==> config.mk <==
export PLATFORM = sky130hd
export DESIGN_NAME = osb_top
export DESIGN_NICKNAME = d
export VERILOG_FILES = /design/src/logic/osb_pkg.sv /design/src/logic/osb_fifo.sv /design/src/logic/osb_top.sv
export SDC_FILE = /design/constraint.sdc
export NUM_CORES = 2
export LEC_CHECK = 0
export ABC_AREA = 0
export BUFFER_PORTS_ARGS = -buffer_cell sky130_fd_sc_hd__buf_2
export CAP_MARGIN = 10
export CELL_PAD_IN_SITES_DETAIL_PLACEMENT = 2
export CELL_PAD_IN_SITES_GLOBAL_PLACEMENT = 2
export CORE_UTILIZATION = 35
export CTS_CLUSTER_SIZE = 8
export DETAILED_ROUTE_END_ITERATION = 10
export PLACE_DENSITY = 0.64
export SETUP_SLACK_MARGIN = 0.4
export SLEW_MARGIN = 15
export SYNTH_ARGS = -nofsm -noshare
export SYNTH_HDL_FRONTEND = slang
export SYNTH_SLANG_ARGS = --single-unit
==> constraint.sdc <==
create_clock -name mclk -period 29.3 [get_ports mclk]
set_input_delay 1.465 -clock mclk [delete_from_list [all_inputs] [get_ports mclk]]
set_output_delay 1.465 -clock mclk [all_outputs]
set_load 0.05 [all_outputs]
==> src/logic/osb_pkg.sv <==
// How it works
// - physical inputs sampled each cycle, stamped
// - logical results stored same cycle, own buffer
// - prescaler slows logical, physical unaffected
// - bus-controller mode forwards only newest value
// - bus-controller: 100 us cycle, no stamps/frames, logical buffers held
// - bus-controller: one logical function per channel
// - each channel buffer holds 16 values
// - same line index shares one timestamp
// - stored timestamp belongs to line 1
// - shift register, line 16 discarded
// - wrapping counter advances per buffer update
// - N new samples push old line1 to N+1
// - 16-entry comparator bit history per channel
// - lines 1-8 low byte, 9-16 high byte
// - comparator timestamp is bit 0 low byte
// - green run indicator encodes operating state
// - red indicator on error, double-flash system error
// - channel indicator off/blink/on by condition
// - open-line detection only in voltage mode
// - configurable buffer entries in cyclic frame
// - frame 30 bytes, 14 samples
package osb_pkg;
	localparam int unsigned clk_mhz = 100;
	localparam int unsigned bc_cycle_us = 100;
	localparam int unsigned bc_cycle_clks = bc_cycle_us * clk_mhz;
	localparam int unsigned depth = 16;
	localparam int unsigned nch = 2;
	localparam int unsigned frame_bytes = 30;
	localparam int unsigned frame_samples = 14;
	localparam int unsigned blink_clks = 20000000;
	localparam int unsigned flash_clks = 2000000;
	localparam logic [15:0] rst_word = 16'h0000;
	localparam logic [7:0] rst_byte = 8'h00;

	typedef enum logic [2:0] {
		osb_st_reset = 3'b000,
		osb_st_boot = 3'b001,
		osb_st_preop = 3'b011,
		osb_st_run = 3'b010
	} osb_opstate_t;

	typedef enum logic [2:0] {
		osb_fn_pass = 3'h0,
		osb_fn_add = 3'h1,
		osb_fn_iadd = 3'h2,
		osb_fn_mul = 3'h3,
		osb_fn_imul = 3'h4
	} osb_func_t;

	typedef struct packed {
		logic [15:0] value;
		logic [31:0] stamp;
		logic [7:0] count;
	} osb_frame_word_t;

	typedef struct packed {
		logic open_line;
		logic under;
		logic over;
		logic broken;
		logic valid;
		logic current_mode;
	} osb_chan_stat_t;
endpackage

==> src/logic/osb_fifo.sv <==
`timescale 1ns/1ps
module osb_fifo #(
	parameter int unsigned width = 56,
	parameter int unsigned fdepth = 16
) (
	input wire logic mclk,
	input wire logic srst,
	input wire logic in_valid,
	output logic in_ready,
	input wire logic [width-1:0] in_data,
	output logic out_valid,
	input wire logic out_ready,
	output logic [width-1:0] out_data
);
	localparam int unsigned aw = $clog2(fdepth);
	logic [width-1:0] mem [fdepth];
	logic [aw:0] wr_ptr;
	logic [aw:0] rd_ptr;
	wire logic [aw:0] fill = wr_ptr - rd_ptr;
	wire logic push = in_valid && in_ready;
	wire logic pop = out_valid && out_ready;
	assign in_ready = fill != (aw+1)'(fdepth);
	assign out_valid = fill != '0;
	assign out_data = mem[rd_ptr[aw-1:0]];
	always_ff @(posedge mclk) begin
		if (srst) begin
			wr_ptr <= '0;
			rd_ptr <= '0;
		end else begin
			if (push) wr_ptr <= wr_ptr + 1'b1;
			if (pop) rd_ptr <= rd_ptr + 1'b1;
		end
	end
	always_ff @(posedge mclk) begin
		if (push) mem[wr_ptr[aw-1:0]] <= in_data;
	end
endmodule

==> src/logic/osb_top.sv <==
`timescale 1ns/1ps
module osb_top #(
	parameter int unsigned sample_width = 16,
	parameter int unsigned bc_clks = osb_pkg::bc_cycle_clks
) (
	input wire logic mclk,
	input wire logic srst,
	// configuration
	input wire logic bus_ctrl_mode,
	input wire logic [23:0] sample_period_clks,
	input wire logic [7:0] logic_prescale,
	input wire logic [1:0] chan_enable,
	input wire osb_pkg::osb_func_t [1:0] chan_func,
	input wire logic [3:0] frame_sel [14],
	input wire logic [3:0] frame_points,
	input wire osb_pkg::osb_opstate_t op_state,
	input wire logic error_state,
	input wire logic system_error,
	input wire osb_pkg::osb_chan_stat_t [1:0] chan_stat,
	// converter and logic results
	input wire logic [15:0] phys_in [2],
	input wire logic [15:0] logic_in [2],
	input wire logic [1:0] comp_in,
	// frame readout
	input wire logic frame_req,
	input wire logic [4:0] read_line,
	input wire logic read_logical,
	input wire logic read_chan,
	output logic [15:0] phys_line_data,
	output logic [15:0] logic_line_data,
	output logic [7:0] comparator_history_low_byte,
	output logic [7:0] comparator_history_high_byte,
	output logic [7:0] sample_update_counter,
	output logic [31:0] phys_stamp,
	output logic [31:0] logic_stamp,
	output logic [15:0] bc_latest [2],
	output logic frame_valid,
	input wire logic frame_ready,
	output logic [55:0] frame_word,
	output logic sample_overrun,
	output logic led_run,
	output logic led_err,
	output logic [1:0] led_chan
);
	localparam int unsigned dp = osb_pkg::depth;
	logic [15:0] pbuf [2][dp];
	logic [15:0] lbuf [2][dp];
	logic [dp-1:0] cbuf [2];
	logic [23:0] tick_cnt;
	logic [7:0] pre_cnt;
	logic [31:0] time_now;
	logic [7:0] cnt;
	logic [31:0] pst;
	logic [31:0] lst;
	logic [3:0] emit_idx;
	logic emit_busy;
	logic [7:0] last_frame_cnt;

	// tick source: fixed 100 us in bus-controller mode
	wire logic [23:0] period = bus_ctrl_mode ? 24'(bc_clks) : sample_period_clks;
	wire logic tick = tick_cnt == '0;
	wire logic lstep = tick && pre_cnt == '0;
	wire logic fifo_ready;
	// a frame with no points configured is refused
	wire logic frame_take = frame_req && !emit_busy && !bus_ctrl_mode && frame_points != 4'h0;
	wire logic [15:0] sel_val = pbuf[frame_sel[emit_idx][3]][frame_sel[emit_idx][2:0]];

	function automatic logic [15:0] apply_fn(input osb_pkg::osb_func_t f,
		input logic [15:0] a, input logic [15:0] b);
		logic [31:0] p;
		p = 32'(signed'(a)) * 32'(signed'(b));
		case (f)
			osb_pkg::osb_fn_add, osb_pkg::osb_fn_iadd: apply_fn = a + b;
			osb_pkg::osb_fn_mul, osb_pkg::osb_fn_imul: apply_fn = p[30:15];
			default: apply_fn = a;
		endcase
	endfunction

	always_ff @(posedge mclk) begin
		if (srst) begin
			tick_cnt <= '0;
			pre_cnt <= '0;
			time_now <= '0;
		end else begin
			time_now <= time_now + 32'h1;
			tick_cnt <= tick ? period - 24'h1 : tick_cnt - 24'h1;
			if (tick) pre_cnt <= (pre_cnt == '0) ? logic_prescale : pre_cnt - 8'h1;
		end
	end

	// shift buffers: newest into line 1, line 16 drops
	always_ff @(posedge mclk) begin
		if (srst) begin
			cnt <= '0;
			pst <= '0;
			lst <= '0;
			for (int c = 0; c < 2; c++) begin
				cbuf[c] <= '0;
				for (int i = 0; i < dp; i++) begin
					pbuf[c][i] <= osb_pkg::rst_word;
					lbuf[c][i] <= osb_pkg::rst_word;
				end
			end
		end else begin
			if (tick) begin
				cnt <= cnt + 8'h1;
				pst <= time_now;
				for (int c = 0; c < 2; c++) begin
					if (chan_enable[c]) begin
						pbuf[c][0] <= phys_in[c];
						for (int i = 1; i < dp; i++) pbuf[c][i] <= pbuf[c][i-1];
					end
				end
			end
			if (lstep && !bus_ctrl_mode) begin
				lst <= time_now;
				for (int c = 0; c < 2; c++) begin
					lbuf[c][0] <= logic_in[c];
					cbuf[c] <= {cbuf[c][dp-2:0], comp_in[c]};
					for (int i = 1; i < dp; i++) lbuf[c][i] <= lbuf[c][i-1];
				end
			end
		end
	end

	// register outputs
	always_ff @(posedge mclk) begin
		if (srst) begin
			phys_line_data <= '0;
			logic_line_data <= '0;
			comparator_history_low_byte <= osb_pkg::rst_byte;
			comparator_history_high_byte <= osb_pkg::rst_byte;
			sample_update_counter <= '0;
			phys_stamp <= '0;
			logic_stamp <= '0;
			bc_latest[0] <= '0;
			bc_latest[1] <= '0;
		end else begin
			phys_line_data <= pbuf[read_chan][read_line[3:0]];
			logic_line_data <= lbuf[read_chan][read_line[3:0]];
			comparator_history_low_byte <= cbuf[read_chan][7:0];
			comparator_history_high_byte <= cbuf[read_chan][15:8];
			sample_update_counter <= cnt;
			phys_stamp <= bus_ctrl_mode ? '0 : pst;
			logic_stamp <= bus_ctrl_mode ? '0 : lst;
			bc_latest[0] <= apply_fn(chan_func[0], pbuf[0][0], pbuf[1][0]);
			bc_latest[1] <= apply_fn(chan_func[1], pbuf[1][0], pbuf[0][0]);
		end
	end

	// cyclic frame: selected lines pushed through fifo
	always_ff @(posedge mclk) begin
		if (srst) begin
			emit_busy <= 1'b0;
			emit_idx <= '0;
			sample_overrun <= 1'b0;
			last_frame_cnt <= '0;
		end else begin
			if (frame_take) begin
				emit_busy <= 1'b1;
				emit_idx <= '0;
				last_frame_cnt <= cnt;
			end else if (emit_busy && fifo_ready) begin
				emit_idx <= emit_idx + 4'h1;
				if (emit_idx + 4'h1 >= frame_points || emit_idx == 4'(osb_pkg::frame_samples - 1))
					emit_busy <= 1'b0;
			end
			sample_overrun <= frame_take && 8'(cnt - last_frame_cnt) > 8'(frame_points);
		end
	end

	osb_fifo #(.width(56), .fdepth(osb_pkg::depth)) u_fifo (
		.mclk(mclk),
		.srst(srst),
		.in_valid(emit_busy),
		.in_ready(fifo_ready),
		.in_data({sel_val, pst, cnt}),
		.out_valid(frame_valid),
		.out_ready(frame_ready),
		.out_data(frame_word)
	);

	// indicators
	logic [24:0] led_cnt;
	always_ff @(posedge mclk) begin
		if (srst) led_cnt <= '0;
		else led_cnt <= led_cnt + 25'h1;
	end
	wire logic blink = led_cnt[24];
	wire logic sflash = led_cnt[24:22] == 3'h0;
	wire logic dflash = led_cnt[24:22] == 3'h0 || led_cnt[24:22] == 3'h2;
	always_ff @(posedge mclk) begin
		if (srst) begin
			led_run <= 1'b0;
			led_err <= 1'b1;
			led_chan <= '0;
		end else begin
			case (op_state)
				osb_pkg::osb_st_reset: led_run <= sflash;
				osb_pkg::osb_st_boot: led_run <= dflash;
				osb_pkg::osb_st_preop: led_run <= blink;
				osb_pkg::osb_st_run: led_run <= 1'b1;
				default: led_run <= 1'b0;
			endcase
			led_err <= system_error ? dflash : (error_state || op_state == osb_pkg::osb_st_reset);
			for (int c = 0; c < 2; c++) begin
				if (chan_stat[c].open_line && !chan_stat[c].current_mode) led_chan[c] <= 1'b0;
				else if (chan_stat[c].under || chan_stat[c].over || chan_stat[c].broken) led_chan[c] <= blink;
				else led_chan[c] <= chan_stat[c].valid;
			end
		end
	end

	property p_counter_step;
		@(posedge mclk) disable iff (srst) tick |=> cnt == $past(cnt) + 8'h1;
	endproperty
	a_counter_step: assert property (p_counter_step) else $error("counter missed tick");
	property p_shift;
		@(posedge mclk) disable iff (srst) (tick && chan_enable[0]) |=> pbuf[0][1] == $past(pbuf[0][0]);
	endproperty
	a_shift: assert property (p_shift) else $error("buffer did not shift");
	property p_stamp;
		@(posedge mclk) disable iff (srst) tick |=> pst == $past(time_now);
	endproperty
	a_stamp: assert property (p_stamp) else $error("stamp not taken");
	property p_pre;
		@(posedge mclk) disable iff (srst) (!lstep || bus_ctrl_mode) |=> lst == $past(lst);
	endproperty
	a_pre: assert property (p_pre) else $error("logical stamp moved off step");
	property p_comp;
		@(posedge mclk) disable iff (srst) (lstep && !bus_ctrl_mode) |=> cbuf[0][0] == $past(comp_in[0]);
	endproperty
	a_comp: assert property (p_comp) else $error("comparator bit lost");
	property p_bc_stamp;
		@(posedge mclk) disable iff (srst) bus_ctrl_mode [*2] |-> phys_stamp == '0;
	endproperty
	a_bc_stamp: assert property (p_bc_stamp) else $error("stamp shown in bc mode");
	property p_run;
		@(posedge mclk) disable iff (srst) op_state == osb_pkg::osb_st_run |=> led_run;
	endproperty
	a_run: assert property (p_run) else $error("run led not on");
	property p_lowbyte;
		@(posedge mclk) disable iff (srst) 1'b1 |=> comparator_history_low_byte == $past(cbuf[read_chan][7:0]);
	endproperty
	a_lowbyte: assert property (p_lowbyte) else $error("low byte mismatch");
	property p_shift1;
		@(posedge mclk) disable iff (srst) (tick && chan_enable[1]) |=> pbuf[1][1] == $past(pbuf[1][0]);
	endproperty
	a_shift1: assert property (p_shift1) else $error("buffer 1 did not shift");
	property p_new0;
		@(posedge mclk) disable iff (srst) (tick && chan_enable[0]) |=> pbuf[0][0] == $past(phys_in[0]);
	endproperty
	a_new0: assert property (p_new0) else $error("sample 0 not stored");
	property p_new1;
		@(posedge mclk) disable iff (srst) (tick && chan_enable[1]) |=> pbuf[1][0] == $past(phys_in[1]);
	endproperty
	a_new1: assert property (p_new1) else $error("sample 1 not stored");
	property p_hold0;
		@(posedge mclk) disable iff (srst) !tick |=> pbuf[0][0] == $past(pbuf[0][0]);
	endproperty
	a_hold0: assert property (p_hold0) else $error("buffer moved off tick");
	property p_tail;
		@(posedge mclk) disable iff (srst) (tick && chan_enable[0]) |=> pbuf[0][15] == $past(pbuf[0][14]);
	endproperty
	a_tail: assert property (p_tail) else $error("last line not shifted");
	property p_line_n;
		@(posedge mclk) disable iff (srst) (tick && chan_enable[0]) |=> pbuf[0][3] == $past(pbuf[0][2]);
	endproperty
	a_line_n: assert property (p_line_n) else $error("line 3 not moved down");
	property p_lnew0;
		@(posedge mclk) disable iff (srst) (lstep && !bus_ctrl_mode) |=> lbuf[0][0] == $past(logic_in[0]);
	endproperty
	a_lnew0: assert property (p_lnew0) else $error("logical 0 not stored");
	property p_lnew1;
		@(posedge mclk) disable iff (srst) (lstep && !bus_ctrl_mode) |=> lbuf[1][0] == $past(logic_in[1]);
	endproperty
	a_lnew1: assert property (p_lnew1) else $error("logical 1 not stored");
	property p_lshift;
		@(posedge mclk) disable iff (srst) (lstep && !bus_ctrl_mode) |=> lbuf[0][1] == $past(lbuf[0][0]);
	endproperty
	a_lshift: assert property (p_lshift) else $error("logical did not shift");
	property p_lhold;
		@(posedge mclk) disable iff (srst) (!lstep || bus_ctrl_mode) |=> lbuf[0][0] == $past(lbuf[0][0]);
	endproperty
	a_lhold: assert property (p_lhold) else $error("logical moved off step");
	property p_comp1;
		@(posedge mclk) disable iff (srst) (lstep && !bus_ctrl_mode) |=> cbuf[1][0] == $past(comp_in[1]);
	endproperty
	a_comp1: assert property (p_comp1) else $error("comparator 1 bit lost");
	property p_cshift;
		@(posedge mclk) disable iff (srst) (lstep && !bus_ctrl_mode) |=> cbuf[0][15:1] == $past(cbuf[0][14:0]);
	endproperty
	a_cshift: assert property (p_cshift) else $error("comparator did not shift");
	property p_chold;
		@(posedge mclk) disable iff (srst) (!lstep || bus_ctrl_mode) |=> cbuf[0] == $past(cbuf[0]);
	endproperty
	a_chold: assert property (p_chold) else $error("comparator moved off step");
	property p_count_hold;
		@(posedge mclk) disable iff (srst) !tick |=> cnt == $past(cnt);
	endproperty
	a_count_hold: assert property (p_count_hold) else $error("counter moved off tick");
	property p_stamp_hold;
		@(posedge mclk) disable iff (srst) !tick |=> pst == $past(pst);
	endproperty
	a_stamp_hold: assert property (p_stamp_hold) else $error("stamp moved off tick");
	property p_lstamp;
		@(posedge mclk) disable iff (srst) (lstep && !bus_ctrl_mode) |=> lst == $past(time_now);
	endproperty
	a_lstamp: assert property (p_lstamp) else $error("logical stamp not taken");
	property p_pre_reload;
		@(posedge mclk) disable iff (srst) (tick && pre_cnt == '0) |=> pre_cnt == $past(logic_prescale);
	endproperty
	a_pre_reload: assert property (p_pre_reload) else $error("prescaler not reloaded");
	property p_period;
		@(posedge mclk) disable iff (srst) tick |=> tick_cnt == $past(period) - 24'h1;
	endproperty
	a_period: assert property (p_period) else $error("sampling period not reloaded");
	property p_bc_lstamp;
		@(posedge mclk) disable iff (srst) bus_ctrl_mode [*2] |-> logic_stamp == '0;
	endproperty
	a_bc_lstamp: assert property (p_bc_lstamp) else $error("logical stamp shown in bc mode");
	property p_highbyte;
		@(posedge mclk) disable iff (srst) 1'b1 |=> comparator_history_high_byte == $past(cbuf[read_chan][15:8]);
	endproperty
	a_highbyte: assert property (p_highbyte) else $error("high byte mismatch");
	property p_counter_out;
		@(posedge mclk) disable iff (srst) 1'b1 |=> sample_update_counter == $past(cnt);
	endproperty
	a_counter_out: assert property (p_counter_out) else $error("counter output stale");
	property p_pstamp_out;
		@(posedge mclk) disable iff (srst) !bus_ctrl_mode |=> phys_stamp == $past(pst);
	endproperty
	a_pstamp_out: assert property (p_pstamp_out) else $error("stamp output stale");
	property p_frame_take;
		@(posedge mclk) disable iff (srst) frame_take |=> emit_busy && emit_idx == '0;
	endproperty
	a_frame_take: assert property (p_frame_take) else $error("frame not started");
	property p_bc_refuse;
		@(posedge mclk) disable iff (srst) (bus_ctrl_mode && !emit_busy) |=> !emit_busy;
	endproperty
	a_bc_refuse: assert property (p_bc_refuse) else $error("frame started in bc mode");
	property p_frame_cap;
		@(posedge mclk) disable iff (srst) emit_busy |-> emit_idx < 4'(osb_pkg::frame_samples);
	endproperty
	a_frame_cap: assert property (p_frame_cap) else $error("frame longer than 14");
	property p_emit_step;
		@(posedge mclk) disable iff (srst) (emit_busy && fifo_ready) |=> emit_idx == $past(emit_idx) + 4'h1;
	endproperty
	a_emit_step: assert property (p_emit_step) else $error("frame index stuck");
	property p_overrun;
		@(posedge mclk) disable iff (srst) !frame_take |=> !sample_overrun;
	endproperty
	a_overrun: assert property (p_overrun) else $error("overrun without frame");
	property p_run_reset;
		@(posedge mclk) disable iff (srst) op_state == osb_pkg::osb_st_reset |=> led_run == $past(sflash);
	endproperty
	a_run_reset: assert property (p_run_reset) else $error("reset pattern wrong");
	property p_run_boot;
		@(posedge mclk) disable iff (srst) op_state == osb_pkg::osb_st_boot |=> led_run == $past(dflash);
	endproperty
	a_run_boot: assert property (p_run_boot) else $error("boot pattern wrong");
	property p_run_preop;
		@(posedge mclk) disable iff (srst) op_state == osb_pkg::osb_st_preop |=> led_run == $past(blink);
	endproperty
	a_run_preop: assert property (p_run_preop) else $error("preop pattern wrong");
	property p_err_sys;
		@(posedge mclk) disable iff (srst) system_error |=> led_err == $past(dflash);
	endproperty
	a_err_sys: assert property (p_err_sys) else $error("system error pattern wrong");
	property p_err_lvl;
		@(posedge mclk) disable iff (srst) (!system_error && error_state) |=> led_err;
	endproperty
	a_err_lvl: assert property (p_err_lvl) else $error("error led not on");
	property p_chan_open;
		@(posedge mclk) disable iff (srst) (chan_stat[0].open_line && !chan_stat[0].current_mode) |=> !led_chan[0];
	endproperty
	a_chan_open: assert property (p_chan_open) else $error("open line led not off");
	property p_bc_pass;
		@(posedge mclk) disable iff (srst) chan_func[0] == osb_pkg::osb_fn_pass |=> bc_latest[0] == $past(pbuf[0][0]);
	endproperty
	a_bc_pass: assert property (p_bc_pass) else $error("bc pass value wrong");
endmodule

==> metrics.md <==
| Metric | Value |
|---|---|
| Outcome | finished clean |
| Register area share after synthesis | 0.618 |
| Postcts setup bufs | 0 |
| Nets@finish | 7944 |
| DP Area | 113000 sq um |
| Vias post-DR | 61.2k |
| Post-synth top area share | 0.553 |
| Num CTS Buffers | 329 |
| Synth unique cells | 77 |
| Synth-to-Final Area Change | 15.3% |
| Non-filler cells, final | 11.5k |
| Share of post-route cells with drive strength above 1 | 0.207 |
| Effective utilization at floorplan | 0.353 |
| Largest register FFs | 896 |
| Clock latency on the worst-skew pair | 0.93 ns |
| Seq cells post-synth | 2297 |
| DIE WIDTH | 552 um |
| HPWL Detailed | 187000 um |
| VDD IR-drop max | 0.0968 mV |
| Die area | 305000 sq um |
| Max Buffers Root-to-Sink | 4 |
| Pleak | 44.2 nW |
| Post-Syn Area | 106000 sq um |
| Grt ovf | 0 |
| Initial DRT Pass Iterations | 5 |
| DRC | 0 |
| Clock sink count | 2297 |
| Worst slew margin | 0.108 |
| Largest net degree at the start of global routing | 240 |
| Ratio of final minimum period to clock period | 0.274 |
| Final Worst Setup Slack | 21.28 ns |
| RSZ-0062 raised after global routing | no |
| Antenna violations before repair | 55 |
| Max Cap Viol | 0 |
| GRT Total Usage | 0.202 |
| Post-synth net total | 7510 |
| I/O Buffers | 406 |
| WL per Instance | 26.8 um |
| Mean cell area of the mapped netlist | 15.3 sq um |
| Min-Delay Path Depth | 1 |
| P per Cell Area | 94.2 nW/um^2 |
| Hold Vio Cnt, Final | 0 |
| Fin crit period | 8.02 ns |
| Vias in the first global route | 68.2k |
| Max frequency | 125 MHz |
| Worst Clk Skew | 0.0944 ns |
| Dpl cells | 11.0k |
| Routed Wire Length | 310000 um |
| Dpl ws | 21.19 ns |
| Total of warnings raised by yosys | 0 |
| CP Capture Type | flop |
| CTS Hold Bufs | 0 |
| Layout fillers | 29.0k |
| R2R depth | 20 |
| Pins Over Slew Limit | 0 |
| Rows | 201 |
| Final setup fails | 0 |
| RePlAce Congestion | 0.790 |
| Synth area leaders | edfxtp_1, mux4_2, and2_1, dfxtp_1, fa_1 |
| Final ANT Viol Nets | 0 |
| Clock Pin Slew Worst Setup and Hold Paths | 0.05 ns |
| Vias per cell | 5.30 |
| Worst Setup Start Kind | flop |
| # IOs | 409 |
| First-pass GRT wire length | 465000 um |
| Total core area | 301000 sq um |
| Fin area | 122000 sq um |
| EDFF count, synth | 1952 |
| CTS root buffer | clkbuf_16 |
| Post-CTS Resized | 0 |
| Critical Path Fanout Max | 20 |
| Hold WS | 0.455 ns |
| Critical Path RT | 30.03 ns |
| Largest area contributor in the netlist | edfxtp_1 |
| Die Y | 552 um |
| FFs w/ async S/R, synth | 0 |
| Actual slew at the worst max-slew pin | 1.34 ns |
| TritonCTS clock tree | done |
| Setup TNS | 0 ns |
| H-Tree Depth | 5 |
| Worst hold path class | reg -> reg |
| Main flop type after synthesis | edfxtp_1 |
| Cells after Synth | 6934 |
| 1st-iter DRT viols | 4911 |
| Critical path type | reg -> reg |
| WP data arrival | 8.75 ns |
## critical path, stage by stage (launching register included)
cell and delay (ns):
edfxtp_1 1.15, nand2_1 0.21, fa_1 0.58, inv_1 0.06
fa_1 0.50, fa_1 0.57, fa_1 0.47, fa_1 0.51
inv_1 0.06, fa_1 0.49, inv_1 0.05, ha_1 0.39
and3_1 0.20, a221oi_1 0.33, o22ai_1 0.12, a21oi_1 0.55
o211ai_1 0.28, a41o_1 0.31, xor2_1 0.17, a221oi_1 0.74
nor2_1 0.12
## cells in the mapped netlist (4+ instances only)
cell,count
a31oi_1,41
xor2_1,65
nor2b_1,23
nand2_1,461
nand4_1,21
nor2_1,232
o21bai_1,4
o211ai_1,22
a221oi_1,5
a311o_1,18
inv_1,324
nor3_1,32
a22o_1,33
nor4_1,14
and2_1,1283
mux4_2,611
buf_1,56
edfxtp_1,1952
o41ai_1,4
mux2i_1,59
o21ai_1,4
o31ai_1,7
o21ai_0,47
dfxtp_1,345
ha_1,124
a21o_1,18
and3_1,18
nand2b_1,18
or3_1,14
xnor2_1,62
o21a_1,9
o22ai_1,6
a21oi_1,130
a22oi_1,27
fa_1,257
clkbuf_1,381
a311oi_1,16
a211oi_1,74
and4_1,8
nand3_1,55
## cell families (layout without fill, tap and decap cells)
family | after synthesis | after routing | share of synthesized area
other | 0 | 25 | 0
buffers and inverters | 765 | 1393 | 0.0271
flip-flops | 2297 | 2297 | 0.618
AO/OA/AOI/OAI | 490 | 490 | 0.0315
adder cells (fa/ha/maj) | 381 | 381 | 0.0632
multiplexers | 671 | 671 | 0.136
AND/OR/NAND/NOR | 2203 | 2203 | 0.114
XOR/XNOR | 127 | 127 | 0.0105
## layout by cell type (no fill, tap or decap), drive strengths merged, types with 62 or more instances in the layout
master and instances:
a211oi 74, buf 543, clkbuf 494, mux4 611, fa 257, ha 124
a21oi 130, xor2 65, and2 1283, xnor2 62, nand2 461, edfxtp 1952
nor2 232, inv 337, dfxtp 345
## through the flow
step                       util  total power (W)
after floorplan               -          0.00684
after global placement    0.375          0.00795
after detailed placement  0.375          0.00806
after CTS                 0.406           0.0117
after global routing      0.406           0.0122
final                     0.407           0.0115
## final cells by class
type	instances	area [sq um]	share of cell area
Antenna cell	25	62.6	0.000512
Sequential cell	2297	65500	0.536
Inverter	325	1230	0.0100
Multi-Input combinational cell	3872	37800	0.309
Clock inverter	31	561	0.00459
Clock buffer	494	8890	0.0728
Tap cell	3958	4950	0.0405
Timing Repair Buffer	543	3170	0.0260
## metal layers
| metal | track usage | vias up | part of all wire | routed length, um |
|---|---|---|---|---|
| met5 | 0 | - | 0.000029 | 9 |
| met4 | 0.0470 | 2 | 0.022 | 6910 |
| met3 | 0.0249 | 420 | 0.040 | 12500 |
| met2 | 0.342 | 1373 | 0.49 | 153000 |
| met1 | 0.277 | 33000 | 0.44 | 137000 |
| li1 | - | 26300 | - | - |
## worst paths after layout
check	endpoint	slack, ns	start
setup / recovery	bc_latest[14]$_SDFF_PP0_	21.28	pbuf[1][251]$_SDFFCE_PN0P_
hold / removal	logic_stamp[24]$_SDFF_PP0_	0.45	lst[24]$_SDFFE_PP0P_
setup reg to reg	bc_latest[14]$_SDFF_PP0_	21.28	pbuf[1][251]$_SDFFCE_PN0P_
hold reg to reg	logic_stamp[24]$_SDFF_PP0_	0.45	lst[24]$_SDFFE_PP0P_
## power breakdown
group,total [W],leakage [nW],internal [W],switching [W]
logic,0.00385,17.7,0.00149,0.00237
clock network,0.00356,4.52,0.00210,0.00145
registers,0.00411,22.0,0.00391,0.000191
Note: power is estimated with default switching activity, not from simulation.
